$ cat src/hw/ecp_port_pkg.sv
// Purpose: shared constants and types for the extended-capabilities parallel port registers
// Assumes: byte-wide host register port, offsets 0..5 as decoded by the host address logic
// Notes:   field positions refer to the 8-bit register images seen by the host
package ecp_port_pkg;

  // register offsets on the host port
  localparam logic [2:0] OFF_DATA    = 3'h0;  // port data / command-tag fifo
  localparam logic [2:0] OFF_STATUS  = 3'h1;
  localparam logic [2:0] OFF_CONTROL = 3'h2;
  localparam logic [2:0] OFF_FIFO    = 3'h3;  // compat / data / test fifo, config a
  localparam logic [2:0] OFF_CFGB    = 3'h4;
  localparam logic [2:0] OFF_EXTCTL  = 3'h5;

  // reset values and fixed read images
  localparam logic [7:0] EXTCTL_RESET   = 8'h15;
  localparam logic [5:0] DEVCTL_RESET   = 6'h00;
  localparam logic [7:0] DATA_RESET     = 8'h00;
  localparam logic [7:0] UNDEF_READ     = 8'hff;
  localparam logic [1:0] DEVCTL_RSVD_RD = 2'b11;
  localparam logic [7:0] CONFIG_A_FIXED = 8'h14;  // 0001x100 with x cleared
  localparam logic [7:0] CONFIG_B_FIXED = 8'h08;

  // extended control register fields
  localparam int EXT_MODE_LSB    = 5;
  localparam int EXT_ERRMASK_BIT = 4;
  localparam int EXT_DMAEN_BIT   = 3;
  localparam int EXT_SERVICE_BIT = 2;
  localparam int EXT_FULL_BIT    = 1;
  localparam int EXT_EMPTY_BIT   = 0;

  // device control register fields
  localparam int DEV_STROBE_BIT = 0;
  localparam int DEV_AFEED_BIT  = 1;
  localparam int DEV_INIT_BIT   = 2;
  localparam int DEV_SELECT_BIT = 3;
  localparam int DEV_ACKIRQ_BIT = 4;
  localparam int DEV_DIR_BIT    = 5;

  // config register fields
  localparam int CFGA_SETUP_BIT = 3;
  localparam int CFGB_IRQ_BIT   = 6;
  localparam int CFGB_LINE_LSB  = 4;

  // fifo, dma and cycle counts
  localparam int         FIFO_DEPTH     = 16;
  localparam int         FIFO_THRESHOLD = 8;
  localparam int         DMA_BURST_MAX  = 32;
  localparam logic [3:0] STROBE_CYCLES  = 4'h2;
  localparam logic       TAG_CMD        = 1'b1;
  localparam logic       TAG_DATA       = 1'b0;

  typedef enum logic [2:0] {
    MODE_STD    = 3'b000, MODE_BIDIR  = 3'b001, MODE_COMPAT = 3'b010, MODE_ECP = 3'b011,
    MODE_RSVD4  = 3'b100, MODE_RSVD5  = 3'b101, MODE_TEST   = 3'b110, MODE_CONFIG = 3'b111
  } mode_t;

  typedef enum logic [7:0] {
    ENG_IDLE   = 8'h01, ENG_FWD_SETUP = 8'h02, ENG_FWD_STROBE = 8'h04, ENG_FWD_HOLD = 8'h08,
    ENG_BWD_REQ = 8'h10, ENG_BWD_ACK  = 8'h20, ENG_BWD_LATCH  = 8'h40, ENG_RLE_PUSH = 8'h80
  } engine_state_t;

  // control pins, each field is the pin level (strobe, autofeed, select active low)
  typedef struct packed {
    logic strobe;
    logic autofeed;
    logic init;
    logic select;
  } ctl_pins_t;

  // status pins as sensed
  typedef struct packed {
    logic busy;
    logic ack_n;
    logic paper_end;
    logic selected;
    logic fault_n;
  } status_pins_t;

endpackage
$ cat src/hw/ecp_parallel_port_registers.sv
// Purpose: register set, fifo and cycle engine of an extended-capabilities parallel port
// Assumes: host strobes and pins synchronous to sys_clk; one access per cycle at most
// Notes:   read data appears one cycle after the read strobe, two on a stretched read; dma cycles ignore host_addr
`timescale 1ns/1ps

// Functional notes
// RQ1: port data reads return live data pin levels, not the write latch
// RQ2: command-tag port pushes tagged byte forward; backward writes dropped; reads undefined
// RQ3: status register mirrors legacy status, bit 2 reserved, writes ignored
// RQ4: control bit 5 is direction; forward drives data pins, backward releases them
// RQ5: control bits read back from the write latch, never from pins
// RQ6: control bit 4 enables ack interrupt; clearing drops pending request in level mode
// RQ7: control bits 0 and 1 hand strobe/autofeed to hardware or force low
// RQ8: compat fifo port is write-only, pushes data-tagged bytes from host or dma
// RQ9: forward data fifo port pushes data-tagged bytes; reads undefined
// RQ10: backward mode runs peripheral reads to fill fifo; host reads pop; writes ignored
// RQ11: test mode pushes and pops in either direction, no cycles, overflow ignored
// RQ12: config a reads 0001x100 only in mode 111, x from setup bit 5
// RQ13: config b shows irq level, line select, fixed bits and two setup bits
// RQ14: extended control register resets to 00010101
// RQ15: extended control read with stale status bits holds the ready line low
// RQ16: modes 000/001 software cycles, open-drain, fifo empty; 000 forces forward
// RQ17: mode 010 hardware writes, forward forced; push-pull when config bit 1 set
// RQ18: mode 011 direction from control bit 5, hardware strobe/autofeed, push-pull
// RQ19: fault falling edge or unmask while fault low interrupts when bit 4 clear
// RQ20: bit 3 clear disables dma, floats request, ignores grant; set allows dma
// RQ21: service bit clear lets tc or threshold events interrupt and set it
// RQ22: full and empty bits read-only and live; frozen clock reads 1,1 and service 0
// RQ23: whole function active only while port config bit 2 is set; the falling fault-edge interrupt is not gated by it
// RQ24: unreachable register access does nothing and leaves fifo unchanged
// RQ25: reserved modes 100/101 issue no cycles or dma and hold fifo reset
module ecp_parallel_port_registers
  import ecp_port_pkg::*;
#(
  parameter int DEPTH     = FIFO_DEPTH,
  parameter int THRESHOLD = FIFO_THRESHOLD,
  parameter int BURST_MAX = DMA_BURST_MAX
) (
  // clock and reset
  input  wire logic         sys_clk,
  input  wire logic         rst,
  // host register port
  input  wire logic [2:0]   host_addr,
  input  wire logic         host_rd,
  input  wire logic         host_wr,
  input  wire logic [7:0]   host_wdata,
  output logic [7:0]        host_rdata,
  output logic              iochrdy_low,
  // dma handshake
  input  wire logic         port_dma_grant,
  input  wire logic         dma_tc,
  output logic              port_dma_request,
  output logic              port_dma_request_oe,
  // configuration levels from the setup registers
  input  wire logic         ecp_enable,
  input  wire logic         port_cfg_push_pull,
  input  wire logic         port_cfg_level_irq,
  input  wire logic         aux_setup_bit5,
  input  wire logic [1:0]   setup_config_one,
  input  wire logic         irq_line_five_sel,
  input  wire logic         irq_pin_level,
  input  wire logic         clk_frozen,
  // peripheral pins
  input  wire logic [7:0]   port_data_pins_in,
  output logic [7:0]        port_data_pins_out,
  output logic              port_data_pins_oe,
  input  status_pins_t      status_in,
  output ctl_pins_t         ctl_out,
  output ctl_pins_t         ctl_oe,
  // interrupt events
  output logic              ecp_irq_pulse,
  output logic              ack_irq_pending
);

  localparam int PW = $clog2(DEPTH);
  localparam int CW = PW + 1;

  typedef struct packed {
    logic [DEPTH-1:0][8:0] mem;
    logic [PW-1:0]         wp;
    logic [PW-1:0]         rp;
    logic [CW-1:0]         count;
    engine_state_t         st;
    logic [8:0]            cur;
    logic [6:0]            rlc;
    logic                  rle_armed;
    logic [3:0]            tmr;
    logic [7:0]            data_lat;
    logic [5:0]            dev_ctl;
    logic [7:0]            ext_ctl;    // bits 1:0 hold the registered flag copy
    logic                  fault_n_prev;
    logic                  ack_n_prev;
    logic                  ack_pend;
    logic [7:0]            burst;
    logic                  rd_pend;
    logic [7:0]            rdata;
    logic [7:0]            pd_out;
    logic                  pd_oe;
    ctl_pins_t             pin_lvl;
    ctl_pins_t             pin_oe;
    logic                  dma_req;
    logic                  dma_oe;
    logic                  irq_pulse;
    logic                  rdy_low;
  } state_t;

  // RQ14: reset image
  localparam state_t RESET_STATE = '{
    st: ENG_IDLE, ext_ctl: EXTCTL_RESET, dev_ctl: DEVCTL_RESET, data_lat: DATA_RESET,
    fault_n_prev: 1'b1, ack_n_prev: 1'b1, pin_lvl: '1, rdata: UNDEF_READ, default: '0};

  // modes in which the fifo is alive
  function automatic logic fifo_mode_f(input mode_t m);
    return (m == MODE_COMPAT) || (m == MODE_ECP) || (m == MODE_TEST);
  endfunction

  // modes in which hardware runs peripheral cycles
  function automatic logic hw_mode_f(input mode_t m);
    return (m == MODE_COMPAT) || (m == MODE_ECP);
  endfunction

  state_t        s_q;
  state_t        s_d;
  mode_t         mode;
  logic          live;
  logic          dir;
  logic          full;
  logic          empty;
  logic          fwd_busy;
  logic [1:0]    live_flags;
  logic          dma_on;
  logic          dma_cyc;
  logic          pio_rd;
  logic          pio_wr;
  logic [2:0]    rd_addr;
  logic          host_push;
  logic          host_pop;
  logic          eng_push;
  logic          eng_pop;
  logic [8:0]    pdat;
  logic          push_ok;
  logic          pop_ok;
  logic [7:0]    head;
  logic [7:0]    rd_val;
  logic [7:0]    ext_view;
  logic [CW-1:0] free;
  logic          thr_ev;
  logic          svc_set;
  logic          err_ev;
  logic          ack_ev;
  logic          dma_want;
  logic          stb_on;
  logic          afd_on;
  logic          push_pull;

  always_comb begin
    s_d = s_q;
    // RQ23: everything but the falling fault-edge interrupt gated by the enable from the port config
    mode       = mode_t'(s_q.ext_ctl[EXT_MODE_LSB +: 3]);
    live       = ecp_enable & ~clk_frozen;
    // RQ16: modes 000 and 010 assume forward regardless of bit 5
    dir        = (mode == MODE_STD || mode == MODE_COMPAT) ? 1'b0 : s_q.dev_ctl[DEV_DIR_BIT];
    full       = s_q.count == CW'(DEPTH);
    empty      = s_q.count == '0;
    free       = CW'(DEPTH) - s_q.count;
    fwd_busy   = s_q.st inside {ENG_FWD_SETUP, ENG_FWD_STROBE, ENG_FWD_HOLD};
    // empty only once the forward cycle has finished
    live_flags = {full, empty & ~fwd_busy};
    head       = s_q.mem[s_q.rp][7:0];
    // RQ20: grant ignored and request floated while dma is disabled
    dma_on     = ecp_enable & s_q.ext_ctl[EXT_DMAEN_BIT];
    dma_cyc    = dma_on & port_dma_grant & (host_rd | host_wr);
    pio_rd     = ecp_enable & host_rd & ~(dma_on & port_dma_grant);
    pio_wr     = ecp_enable & host_wr & ~(dma_on & port_dma_grant);
    rd_addr    = dma_cyc ? OFF_FIFO : host_addr;
    host_push  = 1'b0;
    host_pop   = 1'b0;
    eng_push   = 1'b0;
    eng_pop    = 1'b0;
    pdat       = '0;
    err_ev     = 1'b0;
    ack_ev     = 1'b0;

    // RQ24: fifo ports act only in their own mode and direction
    if (live && ((pio_wr && host_addr == OFF_FIFO) || (dma_cyc && host_wr))) begin
      // RQ8: compat port pushes data-tagged bytes
      if (mode == MODE_COMPAT) begin
        host_push = 1'b1;
      end
      // RQ9: forward data port pushes data-tagged bytes
      if (mode == MODE_ECP && !dir) begin
        host_push = 1'b1;
      end
      // RQ11: test port pushes in either direction
      if (mode == MODE_TEST) begin
        host_push = 1'b1;
      end
      pdat = {TAG_DATA, host_wdata};
    end
    // RQ2: command-tag port pushes only forward in mode 011
    if (live && pio_wr && host_addr == OFF_DATA && mode == MODE_ECP && !dir) begin
      host_push = 1'b1;
      pdat      = {TAG_CMD, host_wdata};
    end
    // RQ10: backward data port reads pop; RQ11: test port pops either way
    if (live && ((pio_rd && host_addr == OFF_FIFO) || (dma_cyc && host_rd))) begin
      host_pop = (mode == MODE_ECP && dir) || (mode == MODE_TEST);
    end

    // RQ22: frozen clock overrides the service and flag bits on read
    ext_view = {s_q.ext_ctl[7:3],
                s_q.ext_ctl[EXT_SERVICE_BIT] & ~clk_frozen,
                s_q.ext_ctl[EXT_FULL_BIT] | clk_frozen,
                s_q.ext_ctl[EXT_EMPTY_BIT] | clk_frozen};

    // read multiplexer
    rd_val = UNDEF_READ;
    case (rd_addr)
      // RQ1: live pin levels, not the latch
      OFF_DATA: begin
        if (mode == MODE_STD || mode == MODE_BIDIR) begin
          rd_val = port_data_pins_in;
        end
      end
      // RQ3: legacy status image with bit 2 reserved
      OFF_STATUS: begin
        rd_val = {~status_in.busy, status_in.ack_n, status_in.paper_end,
                  status_in.selected, status_in.fault_n, 3'b000};
      end
      // RQ5: control bits from the latch
      OFF_CONTROL: begin
        rd_val = {DEVCTL_RSVD_RD, s_q.dev_ctl};
      end
      OFF_FIFO: begin
        if (host_pop && !empty) begin
          rd_val = head;
        end else if (mode == MODE_CONFIG) begin
          // RQ12: fixed image with one live setup bit
          rd_val                 = CONFIG_A_FIXED;
          rd_val[CFGA_SETUP_BIT] = aux_setup_bit5;
        end
      end
      OFF_CFGB: begin
        // RQ13: line select, pin level and two setup bits
        if (mode == MODE_CONFIG) begin
          rd_val                           = CONFIG_B_FIXED | {6'h00, setup_config_one};
          rd_val[CFGB_IRQ_BIT]             = irq_pin_level;
          rd_val[CFGB_LINE_LSB +: 2]       = {2{irq_line_five_sel}};
        end
      end
      OFF_EXTCTL: begin
        rd_val = ext_view;
      end
      default: rd_val = UNDEF_READ;
    endcase

    // RQ15: stale flags stretch the read by one cycle
    s_d.rdy_low = 1'b0;
    s_d.rd_pend = 1'b0;
    if (s_q.rd_pend) begin
      s_d.rdata = ext_view;
    end else if (pio_rd && host_addr == OFF_EXTCTL && s_q.ext_ctl[1:0] != live_flags) begin
      s_d.rdy_low = 1'b1;
      s_d.rd_pend = 1'b1;
    end else if (host_rd) begin
      s_d.rdata = ecp_enable ? rd_val : UNDEF_READ;  // refused while disabled
    end

    // register writes
    if (pio_wr && host_addr == OFF_DATA && (mode == MODE_STD || mode == MODE_BIDIR)) begin
      s_d.data_lat = host_wdata;
    end
    if (pio_wr && host_addr == OFF_CONTROL) begin
      // RQ4: direction bit is plain read/write
      s_d.dev_ctl = host_wdata[5:0];
      // RQ6: clearing the enable drops a pending level request
      if (port_cfg_level_irq && !host_wdata[DEV_ACKIRQ_BIT]) begin
        s_d.ack_pend = 1'b0;
      end
    end
    if (pio_wr && host_addr == OFF_EXTCTL) begin
      // RQ22: flag bits ignore writes
      s_d.ext_ctl[7:2] = host_wdata[7:2];
      // RQ19: unmasking while fault is low still interrupts
      if (s_q.ext_ctl[EXT_ERRMASK_BIT] && !host_wdata[EXT_ERRMASK_BIT]
          && !status_in.fault_n && !clk_frozen) begin
        err_ev = 1'b1;
      end
    end
    s_d.ext_ctl[1:0] = live_flags;

    // RQ19: falling fault edge while unmasked
    s_d.fault_n_prev = status_in.fault_n;
    if (s_q.fault_n_prev && !status_in.fault_n && !s_q.ext_ctl[EXT_ERRMASK_BIT]
        && !clk_frozen) begin
      err_ev = 1'b1;
    end

    // RQ6: ack deassertion sets the pending request, set beats clear
    s_d.ack_n_prev = status_in.ack_n;
    if (!s_q.ack_n_prev && status_in.ack_n && s_q.dev_ctl[DEV_ACKIRQ_BIT] && ecp_enable) begin
      ack_ev       = 1'b1;
      s_d.ack_pend = 1'b1;
    end else if (pio_rd && host_addr == OFF_STATUS) begin
      s_d.ack_pend = 1'b0;  // status read acknowledges
    end

    // RQ21: threshold and terminal-count service events
    thr_ev = live && !s_q.ext_ctl[EXT_DMAEN_BIT] && fifo_mode_f(mode) &&
             (dir ? (s_q.count >= CW'(THRESHOLD)) : (free >= CW'(THRESHOLD)));
    svc_set = !s_q.ext_ctl[EXT_SERVICE_BIT] && (thr_ev || (dma_cyc && dma_tc && !clk_frozen));
    if (svc_set) begin
      s_d.ext_ctl[EXT_SERVICE_BIT] = 1'b1;  // wins over a same-cycle write of 0
    end
    s_d.irq_pulse = svc_set | err_ev | ack_ev;

    // peripheral cycle engine
    s_d.tmr = s_q.tmr;
    case (s_q.st)
      ENG_IDLE: begin
        // RQ17: forward writes in 010/011; frozen clock starts no cycle
        if (live && hw_mode_f(mode) && !dir && !empty) begin
          eng_pop = 1'b1;
          s_d.cur = s_q.mem[s_q.rp];
          s_d.st  = ENG_FWD_SETUP;
        // RQ10: backward reads only while room remains
        end else if (live && mode == MODE_ECP && dir && !full) begin
          s_d.st = ENG_BWD_REQ;
        end
      end
      ENG_FWD_SETUP: begin
        if (!status_in.busy) begin
          s_d.st  = ENG_FWD_STROBE;
          s_d.tmr = STROBE_CYCLES;
        end
      end
      ENG_FWD_STROBE: begin
        // mode 010 times the strobe, 011 waits for busy
        if (mode == MODE_COMPAT) begin
          s_d.tmr = s_q.tmr - 4'h1;
          if (s_q.tmr <= 4'h1) begin
            s_d.st = ENG_FWD_HOLD;
          end
        end else if (status_in.busy) begin
          s_d.st = ENG_FWD_HOLD;
        end
      end
      ENG_FWD_HOLD: begin
        if (!status_in.busy) begin
          s_d.st = ENG_IDLE;
        end
      end
      ENG_BWD_REQ: begin
        if (!status_in.ack_n) begin
          s_d.st = ENG_BWD_ACK;
        end
      end
      ENG_BWD_ACK: begin
        if (status_in.ack_n) begin
          s_d.st = ENG_BWD_LATCH;
        end
      end
      ENG_BWD_LATCH: begin
        // data byte, or byte following a run count
        if (s_q.rle_armed || status_in.busy) begin
          s_d.cur       = {TAG_DATA, port_data_pins_in};
          s_d.rlc       = s_q.rle_armed ? s_q.rlc : 7'h00;
          s_d.rle_armed = 1'b0;
          s_d.st        = ENG_RLE_PUSH;
        end else begin
          if (!port_data_pins_in[7]) begin
            s_d.rlc       = port_data_pins_in[6:0];
            s_d.rle_armed = 1'b1;
          end
          s_d.st = ENG_IDLE;
        end
      end
      ENG_RLE_PUSH: begin
        // full is checked before every expanded push
        if (!full) begin
          eng_push = 1'b1;
          pdat     = s_q.cur;
          if (s_q.rlc == 7'h00) begin
            s_d.st = ENG_IDLE;
          end else begin
            s_d.rlc = s_q.rlc - 7'h01;
          end
        end
      end
      default: s_d.st = ENG_IDLE;
    endcase

    // fifo update; ignored overflow/underflow leaves flags alone
    push_ok = (host_push | eng_push) & ~full;
    pop_ok  = (host_pop | eng_pop) & ~empty;
    if (push_ok) begin
      s_d.mem[s_q.wp] = pdat;
      s_d.wp          = s_q.wp + PW'(1);
    end
    if (pop_ok) begin
      s_d.rp = s_q.rp + PW'(1);
    end
    s_d.count = s_q.count + CW'(push_ok) - CW'(pop_ok);

    // RQ25: reserved, software and config modes hold the fifo reset
    if (!ecp_enable || !fifo_mode_f(mode)) begin
      s_d.wp    = '0;
      s_d.rp    = '0;
      s_d.count = '0;
    end
    // leaving 010/011 aborts any cycle or pending run expansion
    if (!ecp_enable || !hw_mode_f(mode)) begin
      s_d.st        = ENG_IDLE;
      s_d.rle_armed = 1'b0;
    end

    // RQ20: dma request with a forced gap after a long burst
    dma_want = dma_on && !s_q.ext_ctl[EXT_SERVICE_BIT] && !clk_frozen && fifo_mode_f(mode)
               && (dir ? !empty : !full) && (s_q.burst != 8'(BURST_MAX));
    if (!dma_want) begin
      s_d.burst = 8'h00;
    end else if (dma_cyc) begin
      s_d.burst = s_q.burst + 8'h01;
    end
    s_d.dma_req = dma_want;
    s_d.dma_oe  = dma_on;

    // RQ7: hardware strobe/autofeed unless the control bits force them low
    stb_on = s_q.dev_ctl[DEV_STROBE_BIT] | (hw_mode_f(mode) && s_q.st == ENG_FWD_STROBE);
    afd_on = s_q.dev_ctl[DEV_AFEED_BIT] | (mode == MODE_ECP &&
             ((fwd_busy && s_q.cur[8] == TAG_CMD) || s_q.st == ENG_BWD_REQ));
    s_d.pin_lvl = '{strobe: ~stb_on, autofeed: ~afd_on,
                    init: s_q.dev_ctl[DEV_INIT_BIT], select: ~s_q.dev_ctl[DEV_SELECT_BIT]};
    // RQ16: open-drain by default; RQ17: push-pull in 010 with config bit; RQ18: 011
    push_pull = (mode == MODE_ECP) || (mode == MODE_COMPAT && port_cfg_push_pull);
    s_d.pin_oe = '{strobe:   ecp_enable & (push_pull | ~s_d.pin_lvl.strobe),
                   autofeed: ecp_enable & (push_pull | ~s_d.pin_lvl.autofeed),
                   init:     ecp_enable & (push_pull | ~s_d.pin_lvl.init),
                   select:   ecp_enable & (push_pull | ~s_d.pin_lvl.select)};
    // RQ4: data pins driven forward, released backward
    s_d.pd_oe  = ecp_enable & ~dir;
    s_d.pd_out = fwd_busy ? s_q.cur[7:0] : s_q.data_lat;
  end

  // single state register
  always_ff @(posedge sys_clk or posedge rst) begin
    if (rst) begin
      s_q <= RESET_STATE;
    end else begin
      s_q <= s_d;
    end
  end

  // outputs straight from the state register
  assign host_rdata          = s_q.rdata;
  assign iochrdy_low         = s_q.rdy_low;
  assign port_dma_request    = s_q.dma_req;
  assign port_dma_request_oe = s_q.dma_oe;
  assign port_data_pins_out  = s_q.pd_out;
  assign port_data_pins_oe   = s_q.pd_oe;
  assign ctl_out             = s_q.pin_lvl;
  assign ctl_oe              = s_q.pin_oe;
  assign ecp_irq_pulse       = s_q.irq_pulse;
  assign ack_irq_pending     = s_q.ack_pend;

endmodule // ecp_parallel_port_registers

$ cat config.mk
export PLATFORM = sky130hd
export DESIGN_NAME = ecp_parallel_port_registers
export DESIGN_NICKNAME = d
export VERILOG_FILES = /design/src/hw/ecp_port_pkg.sv /design/src/hw/ecp_parallel_port_registers.sv
export SDC_FILE = /design/constraint.sdc
export NUM_CORES = 1
export LEC_CHECK = 0
export BUFFER_PORTS_ARGS = -buffer_cell sky130_fd_sc_hd__buf_2
export CAP_MARGIN = 20
export CELL_PAD_IN_SITES_DETAIL_PLACEMENT = 1
export CELL_PAD_IN_SITES_GLOBAL_PLACEMENT = 1
export CORE_MARGIN = 5
export CORE_UTILIZATION = 40
export DETAILED_ROUTE_END_ITERATION = 8
export PLACE_DENSITY_LB_ADDON = 0.1
export SYNTH_ARGS = -nofsm -noshare
export SYNTH_HDL_FRONTEND = slang
export SYNTH_SLANG_ARGS = --single-unit
$ cat constraint.sdc
create_clock -name sys_clk -period 19.51 [get_ports sys_clk]
set_input_delay 4.8775 -clock sys_clk [delete_from_list [all_inputs] [get_ports sys_clk]]
set_output_delay 4.8775 -clock sys_clk [all_outputs]
set_load 0.05 [all_outputs]
* After elaboration in Yosys (flattened, before gate mapping) *
Index checks and enable logic that the tools add are counted.

cells by class
  add/subtract/negate cells = 8
  order comparisons = 6
  equal/unequal tests = 45
  muxes and demuxes = 78
  bitwise operators = 41
  reductions and logical operators = 101

operator list
  kind                                                 number
  two-way mux 8 bit                                    27
  bitwise mux 144 bit                                  1
  one-hot mux 8 bit (8 select lines)                   1
  two-way mux 9 bit                                    7
  logical AND 1 bit                                    52
  one-hot mux 8 bit (6 select lines)                   1
  binary-select mux 9 bit (select 4 bit)               1
  demux 9 bit (select 4 bit)                           1
  two-way mux 1 bit                                    27
  two-way mux 7 bit                                    3
  equality test 3 x 2 -> 1 bit, second input constant  6
  inequality test 3 bit, second input constant         6
  one-hot mux 9 bit (2 select lines)                   1
  bitwise AND 1 bit                                    17
  two-way mux 4 bit                                    4
  nonzero test 2 bit                                   8
  equality test 3 bit, second input constant           5
  inequality test 2 bit, second input constant         7
  one-hot mux 7 bit (2 select lines)                   1
  logical NOT 1 bit                                    13
  logical OR 1 bit                                     13
  two-way mux 13 bit                                   1
  bitwise OR 1 bit                                     13
  inverter 1 bit                                       11
  other kinds (38)                                     52

storage, ports and cells
  bits in registers = 248
  output and inout bits = 30

* Depth between registers and ports, before layout *
  depth in word-level cells = 15
  depth in mapped cells = 18

* Worst setup path after synthesis *
OpenSTA, ideal clock, no wires.

  kind = input to register
  from = in host_addr[2]
  to = reg s_q[96] (netlist bit)
  library setup time = 0.078 ns
  arrival = 7.515 ns
  data required time = 19.432 ns
  setup slack = 11.916 ns
  cell stages on the path = 14
  buffers on the path = 1
  path through = buf_2 > nor3_1 > nand4_1 > o211ai_2 > nor2b_1 > inv_1 > ha_1 > inv_1 > ha_1 > fa_1 > a21oi_1 > nor2_1 > or3_1 > a21oi_1

RTL lines
  item                  line                                RTL
  start, declared       ecp_parallel_port_registers.sv:43   input wire logic [2:0] host_addr,
  end signal, assigned  ecp_parallel_port_registers.sv:448  s_q <= RESET_STATE;
  end signal, assigned  ecp_parallel_port_registers.sv:450  s_q <= s_d;
  end, declared         ecp_parallel_port_registers.sv:122  state_t s_q;

==> metrics.txt <==
# TYPE chip_impl_metric gauge
chip_impl_info{name="critical_path.reg2reg.startpoint",value="ext_view[5]"} 1
chip_impl_info{name="setup_repair_after_global_routing_missed_its_margin",value="no"} 1
chip_impl_metric{name="postLayoutCoreUtil",unit=""} 0.4466
chip_impl_metric{name="final_period_minus_worst_setup_slack",unit="ns"} 7.582
chip_impl_metric{name="max_freq",unit="MHz"} 131.9
chip_impl_metric{name="drv_cap",unit=""} 0
chip_impl_metric{name="synth-compound-area-share",unit=""} 0.09108
chip_impl_metric{name="clock_sinks",unit=""} 248
chip_impl_metric{name="route.detailed.wl_per_inst",unit="um"} 23.22
chip_impl_metric{name="pre_cts_ws",unit="ns"} 11.39
chip_impl_metric{name="skew",unit="ns"} 0.01052
chip_impl_metric{name="dieHeight",unit="um"} 190.3
chip_impl_metric{name="total_of_buffers_placed_on_input_and_output_ports",unit=""} 68
chip_impl_info{name="cts-root-buf",value="sky130_fd_sc_hd__clkbuf_16"} 1
chip_impl_metric{name="postRouteWirelength",unit="um"} 36200
chip_impl_metric{name="ys.warnings.count",unit=""} 0
chip_impl_metric{name="worst_hold_slack",unit="ns"} 0.4299
chip_impl_metric{name="largest_net_degree_at_the_start_of_global_routing",unit=""} 116
chip_impl_metric{name="detailedRoute.firstPassIterationCount",unit=""} 5
chip_impl_info{name="tritoncts",value="yes"} 1
chip_impl_metric{name="synth_top_area_frac",unit=""} 0.4429
chip_impl_metric{name="vias_per_cell",unit=""} 5.521
chip_impl_metric{name="cp.arrival",unit="ns"} 8.05
chip_impl_metric{name="synthesis.nets",unit=""} 1127
chip_impl_metric{name="setup.reg_to_reg.worst_slack",unit="ns"} 15.68
chip_impl_metric{name="final_hpwl_dp",unit="um"} 25320
chip_impl_info{name="category_of_the_critical_setup_timing_path",value="in -> reg"} 1
chip_impl_metric{name="p_leak",unit="nW"} 6.563
chip_impl_info{name="holdCritStartpoint",value="s_q[52]"} 1
chip_impl_metric{name="ir_worst_vdd",unit="mV"} 0.06696
chip_impl_metric{name="arithmetic_cell_share_of_the_synthesized_area_counting_full_adders_half_adders_and_majority_gates",unit=""} 0.02272
chip_impl_info{name="run_status",value="complete, no violations"} 1
chip_impl_metric{name="worstSkewPairLatency",unit="ns"} 0.57
chip_impl_metric{name="max_slew.worst_pin.slew",unit="ns"} 1.067
chip_impl_metric{name="cts_post_setup_buffers_inserted",unit=""} 0
chip_impl_metric{name="power_density",unit="nW/um2"} 85.90
chip_impl_metric{name="final-hold-violation-count",unit=""} 0
chip_impl_metric{name="cts.clk_slew.worst_paths",unit="ns"} 0.06
chip_impl_info{name="synth_area_leader_cell",value="sky130_fd_sc_hd__dfrtp_1"} 1
chip_impl_metric{name="num-nets-final",unit=""} 1155
chip_impl_metric{name="route.detailed.drc",unit=""} 0
chip_impl_metric{name="num_vias",unit=""} 8608
chip_impl_metric{name="grt_first_pass_wirelength",unit="um"} 57190
chip_impl_metric{name="synth.cell_area",unit="um2"} 13000
chip_impl_metric{name="setup_ws",unit="ns"} 11.93
chip_impl_info{name="crit_chain",value="buf_2 -> nor3_1 -> nand4_1 -> o211ai_2 -> nor2b_1 -> inv_1 -> ha_1 -> inv_1 -> ha_1 -> fa_1 -> a21oi_1 -> nor2_1 -> or3_1 -> a21oi_1"} 1
chip_impl_metric{name="cell_area_after_layout",unit="um2"} 14420
chip_impl_info{name="layout.cells.most_common_list",value="sky130_fd_sc_hd__dfrtp_1, sky130_fd_sc_hd__mux2_2, sky130_fd_sc_hd__nand2_1, sky130_fd_sc_hd__buf_2, sky130_fd_sc_hd__nor2_1"} 1
chip_impl_metric{name="cts_made_buffers",unit=""} 30
chip_impl_metric{name="grt_overflow_total",unit=""} 0
chip_impl_metric{name="edff_count_synth",unit=""} 0
chip_impl_metric{name="first_global_vias",unit=""} 9224
chip_impl_metric{name="cts.repair.resized",unit=""} 0
chip_impl_metric{name="grt.total_usage",unit=""} 0.2025
chip_impl_metric{name="postSynth.asyncResetShare",unit=""} 1.000
chip_impl_info{name="synth-main-ff-cell",value="sky130_fd_sc_hd__dfrtp_1"} 1
chip_impl_metric{name="drt.antenna.violating_nets",unit=""} 0
chip_impl_metric{name="detailed_place.area",unit="um2"} 13430
chip_impl_metric{name="number_of_antenna_violations_at_the_first_check_in_global_routing",unit=""} 0
chip_impl_metric{name="post_synth_and_or_nand_nor_area_fraction",unit=""} 0.1249
chip_impl_info{name="biggest_area_contributors_in_the_synthesized_netlist",value="sky130_fd_sc_hd__dfrtp_1, sky130_fd_sc_hd__mux2_2, sky130_fd_sc_hd__mux4_2"} 1
chip_impl_metric{name="clock_path_buffers",unit=""} 3
chip_impl_metric{name="hold_buffers",unit=""} 0
chip_impl_info{name="mostFrequentLayoutCell",value="sky130_fd_sc_hd__dfrtp_1"} 1
chip_impl_info{name="hp-class",value="reg -> reg"} 1
chip_impl_metric{name="insertedDiodeCount",unit=""} 0
chip_impl_metric{name="required",unit="ns"} 19.98
chip_impl_metric{name="timing.slew.headroom",unit=""} 0.2704
chip_impl_metric{name="detail_route.iter0.violations",unit=""} 481
chip_impl_metric{name="fp.dieArea",unit="um2"} 36200
chip_impl_metric{name="final.setup.tns",unit="ns"} 0
chip_impl_metric{name="syn-instance-count",unit=""} 1065
chip_impl_info{name="critical-path-slowest-cell",value="sky130_fd_sc_hd__fa_1"} 1
chip_impl_metric{name="finalSetupViolCount",unit=""} 0
chip_impl_metric{name="synth_xor_xnor_area_share",unit=""} 0.01011
chip_impl_metric{name="core",unit="um2"} 32290
chip_impl_metric{name="worst_hold_path_stage_count",unit=""} 1
chip_impl_metric{name="chipWidth",unit="um"} 190.3
chip_impl_metric{name="synth.area.mux_share",unit=""} 0.2235
chip_impl_metric{name="routabilityCongestion",unit=""} 0.8914
chip_impl_metric{name="area_growth_syn_to_layout",unit="%"} 10.97
chip_impl_info{name="worstSetupStartpointType",value="primary input"} 1
chip_impl_metric{name="period_share",unit=""} 0.3886
chip_impl_metric{name="pin_count",unit=""} 69
chip_impl_metric{name="postSynthRegisterBits",unit=""} 248
chip_impl_metric{name="cp_max_fo",unit=""} 20
chip_impl_metric{name="synth_area_per_cell",unit="um2"} 12.20
chip_impl_info{name="hold_end",value="ctl_out[0]"} 1
chip_impl_metric{name="core_rows",unit=""} 66
chip_impl_metric{name="h-tree-depth",unit=""} 1
chip_impl_info{name="critical_path.reg2reg.endpoint",value="s_q[96]"} 1
chip_impl_metric{name="yosysUniqueCellTypes",unit=""} 86
chip_impl_metric{name="initial_cell_density_of_the_core",unit=""} 0.4025
chip_impl_metric{name="final-max-slew-violation-count",unit=""} 0
chip_impl_metric{name="post_route_cells_drive_above_1_share",unit=""} 0.2999
chip_impl_metric{name="ys_seq_area_frac",unit=""} 0.4793
chip_impl_metric{name="rr_worst_depth",unit=""} 13
chip_impl_metric{name="critPathMaxStageDelay",unit="ns"} 0.41
chip_impl_info{name="end_kind",value="flop"} 1
chip_impl_info{name="combinational_family_with_the_most_area_after_synthesis",value="multiplexers"} 1
-- layer usage --
| layer | global-route usage | share of wire | wire, um | vias up |
|---|---|---|---|---|
| li1 | - | - | - | 3934 |
| met1 | 0.2720 | 0.45 | 16190 | 4462 |
| met2 | 0.3454 | 0.49 | 17750 | 153 |
| met3 | 0.02911 | 0.032 | 1165 | 59 |
| met4 | 0.05580 | 0.030 | 1098 | 0 |
| met5 | 0 | 0 | 0 | - |
-- flip-flops by register name (all words and copies together) (netlist names) --
signal               flops
s_q                    212
host_rdata               8
port_data_pins_out       8
ext_view                 5
ctl_oe                   4
ctl_out                  4
ack_irq_pending          1
ecp_irq_pulse            1
iochrdy_low              1
port_data_pins_oe        1
port_dma_request         1
port_dma_request_oe      1
s_d                      1
-- logic make-up after synthesis --
group	after synthesis
xor gates and xnor gates	15
adders and majority gates	23
AOI/OAI and AO/OA	166
and+or+nand+nor	278
buffers and inverters	110
DFF	248
muxes	225
-- cells in the mapped netlist (7+ instances only) --
master,number
sky130_fd_sc_hd__a21oi_1,35
sky130_fd_sc_hd__and2_1,8
sky130_fd_sc_hd__and3_1,12
sky130_fd_sc_hd__buf_2,10
sky130_fd_sc_hd__buf_4,40
sky130_fd_sc_hd__clkbuf_1,18
sky130_fd_sc_hd__dfrtp_1,230
sky130_fd_sc_hd__dfstp_2,18
sky130_fd_sc_hd__ha_1,22
sky130_fd_sc_hd__inv_1,32
sky130_fd_sc_hd__mux2_1,59
sky130_fd_sc_hd__mux2_2,113
sky130_fd_sc_hd__mux2i_1,18
sky130_fd_sc_hd__mux4_2,35
sky130_fd_sc_hd__nand2_1,70
sky130_fd_sc_hd__nand2b_1,11
sky130_fd_sc_hd__nand3_1,20
sky130_fd_sc_hd__nand3_4,11
sky130_fd_sc_hd__nand4_1,7
sky130_fd_sc_hd__nor2_1,61
sky130_fd_sc_hd__nor2b_1,16
sky130_fd_sc_hd__nor3_1,14
sky130_fd_sc_hd__nor4_1,7
sky130_fd_sc_hd__o21ai_0,42
sky130_fd_sc_hd__o21ai_2,8
sky130_fd_sc_hd__o31ai_1,9
sky130_fd_sc_hd__or3_1,7
sky130_fd_sc_hd__xnor2_1,8
sky130_fd_sc_hd__xor2_1,7
-- how the worst max path moves through the flow --
stage / to / slack [ns] / start / cells after the start
5_1_grt: s_q[96] / 11.65 / host_addr[1] / 14
3_5_place_dp: s_q[96] / 11.39 / host_addr[1] / 14
3_3_place_gp: s_q[96] / 11.48 / host_addr[1] / 14
6_report: s_q[96] / 11.93 / host_addr[1] / 14
4_1_cts: s_q[96] / 11.98 / host_addr[1] / 14
2_1_floorplan: ack_irq_pending / 7.85 / rst / 1
-- final cells by class --
cell class	count	area, um2
fill	3365	17870
inverter	32	127.6
sequential	248	6230
tap	442	553.0
clock buffer	43	879.6
timing repair buffer	74	385.4
multi-input combinational	707	6138
clock inverter	13	107.6
-- critical path: cells and delay by family --
| family | cells | cell delay, ns |
|---|---|---|
| simple gates | 5 | 1.30 |
| compound gates | 3 | 0.64 |
| fa+ha+maj | 3 | 0.88 |
| buf+inv | 3 | 0.34 |
-- stage by stage --
step	instances	total power [mW]
after CTS	1558	1.259
final	1559	1.239
after detailed placement	1502	0.6995
after global placement	1502	0.6988
after global routing	1559	1.292
after floorplan	1065	0.6674
-- power by group --
part	switching [mW]	internal [mW]	total (mW)	leakage, nW
logic	0.0936	0.0354	0.129	2.75
registers	0.0194	0.540	0.560	3.32
clock network	0.224	0.326	0.550	0.494
(Power assumes the default switching activity.)
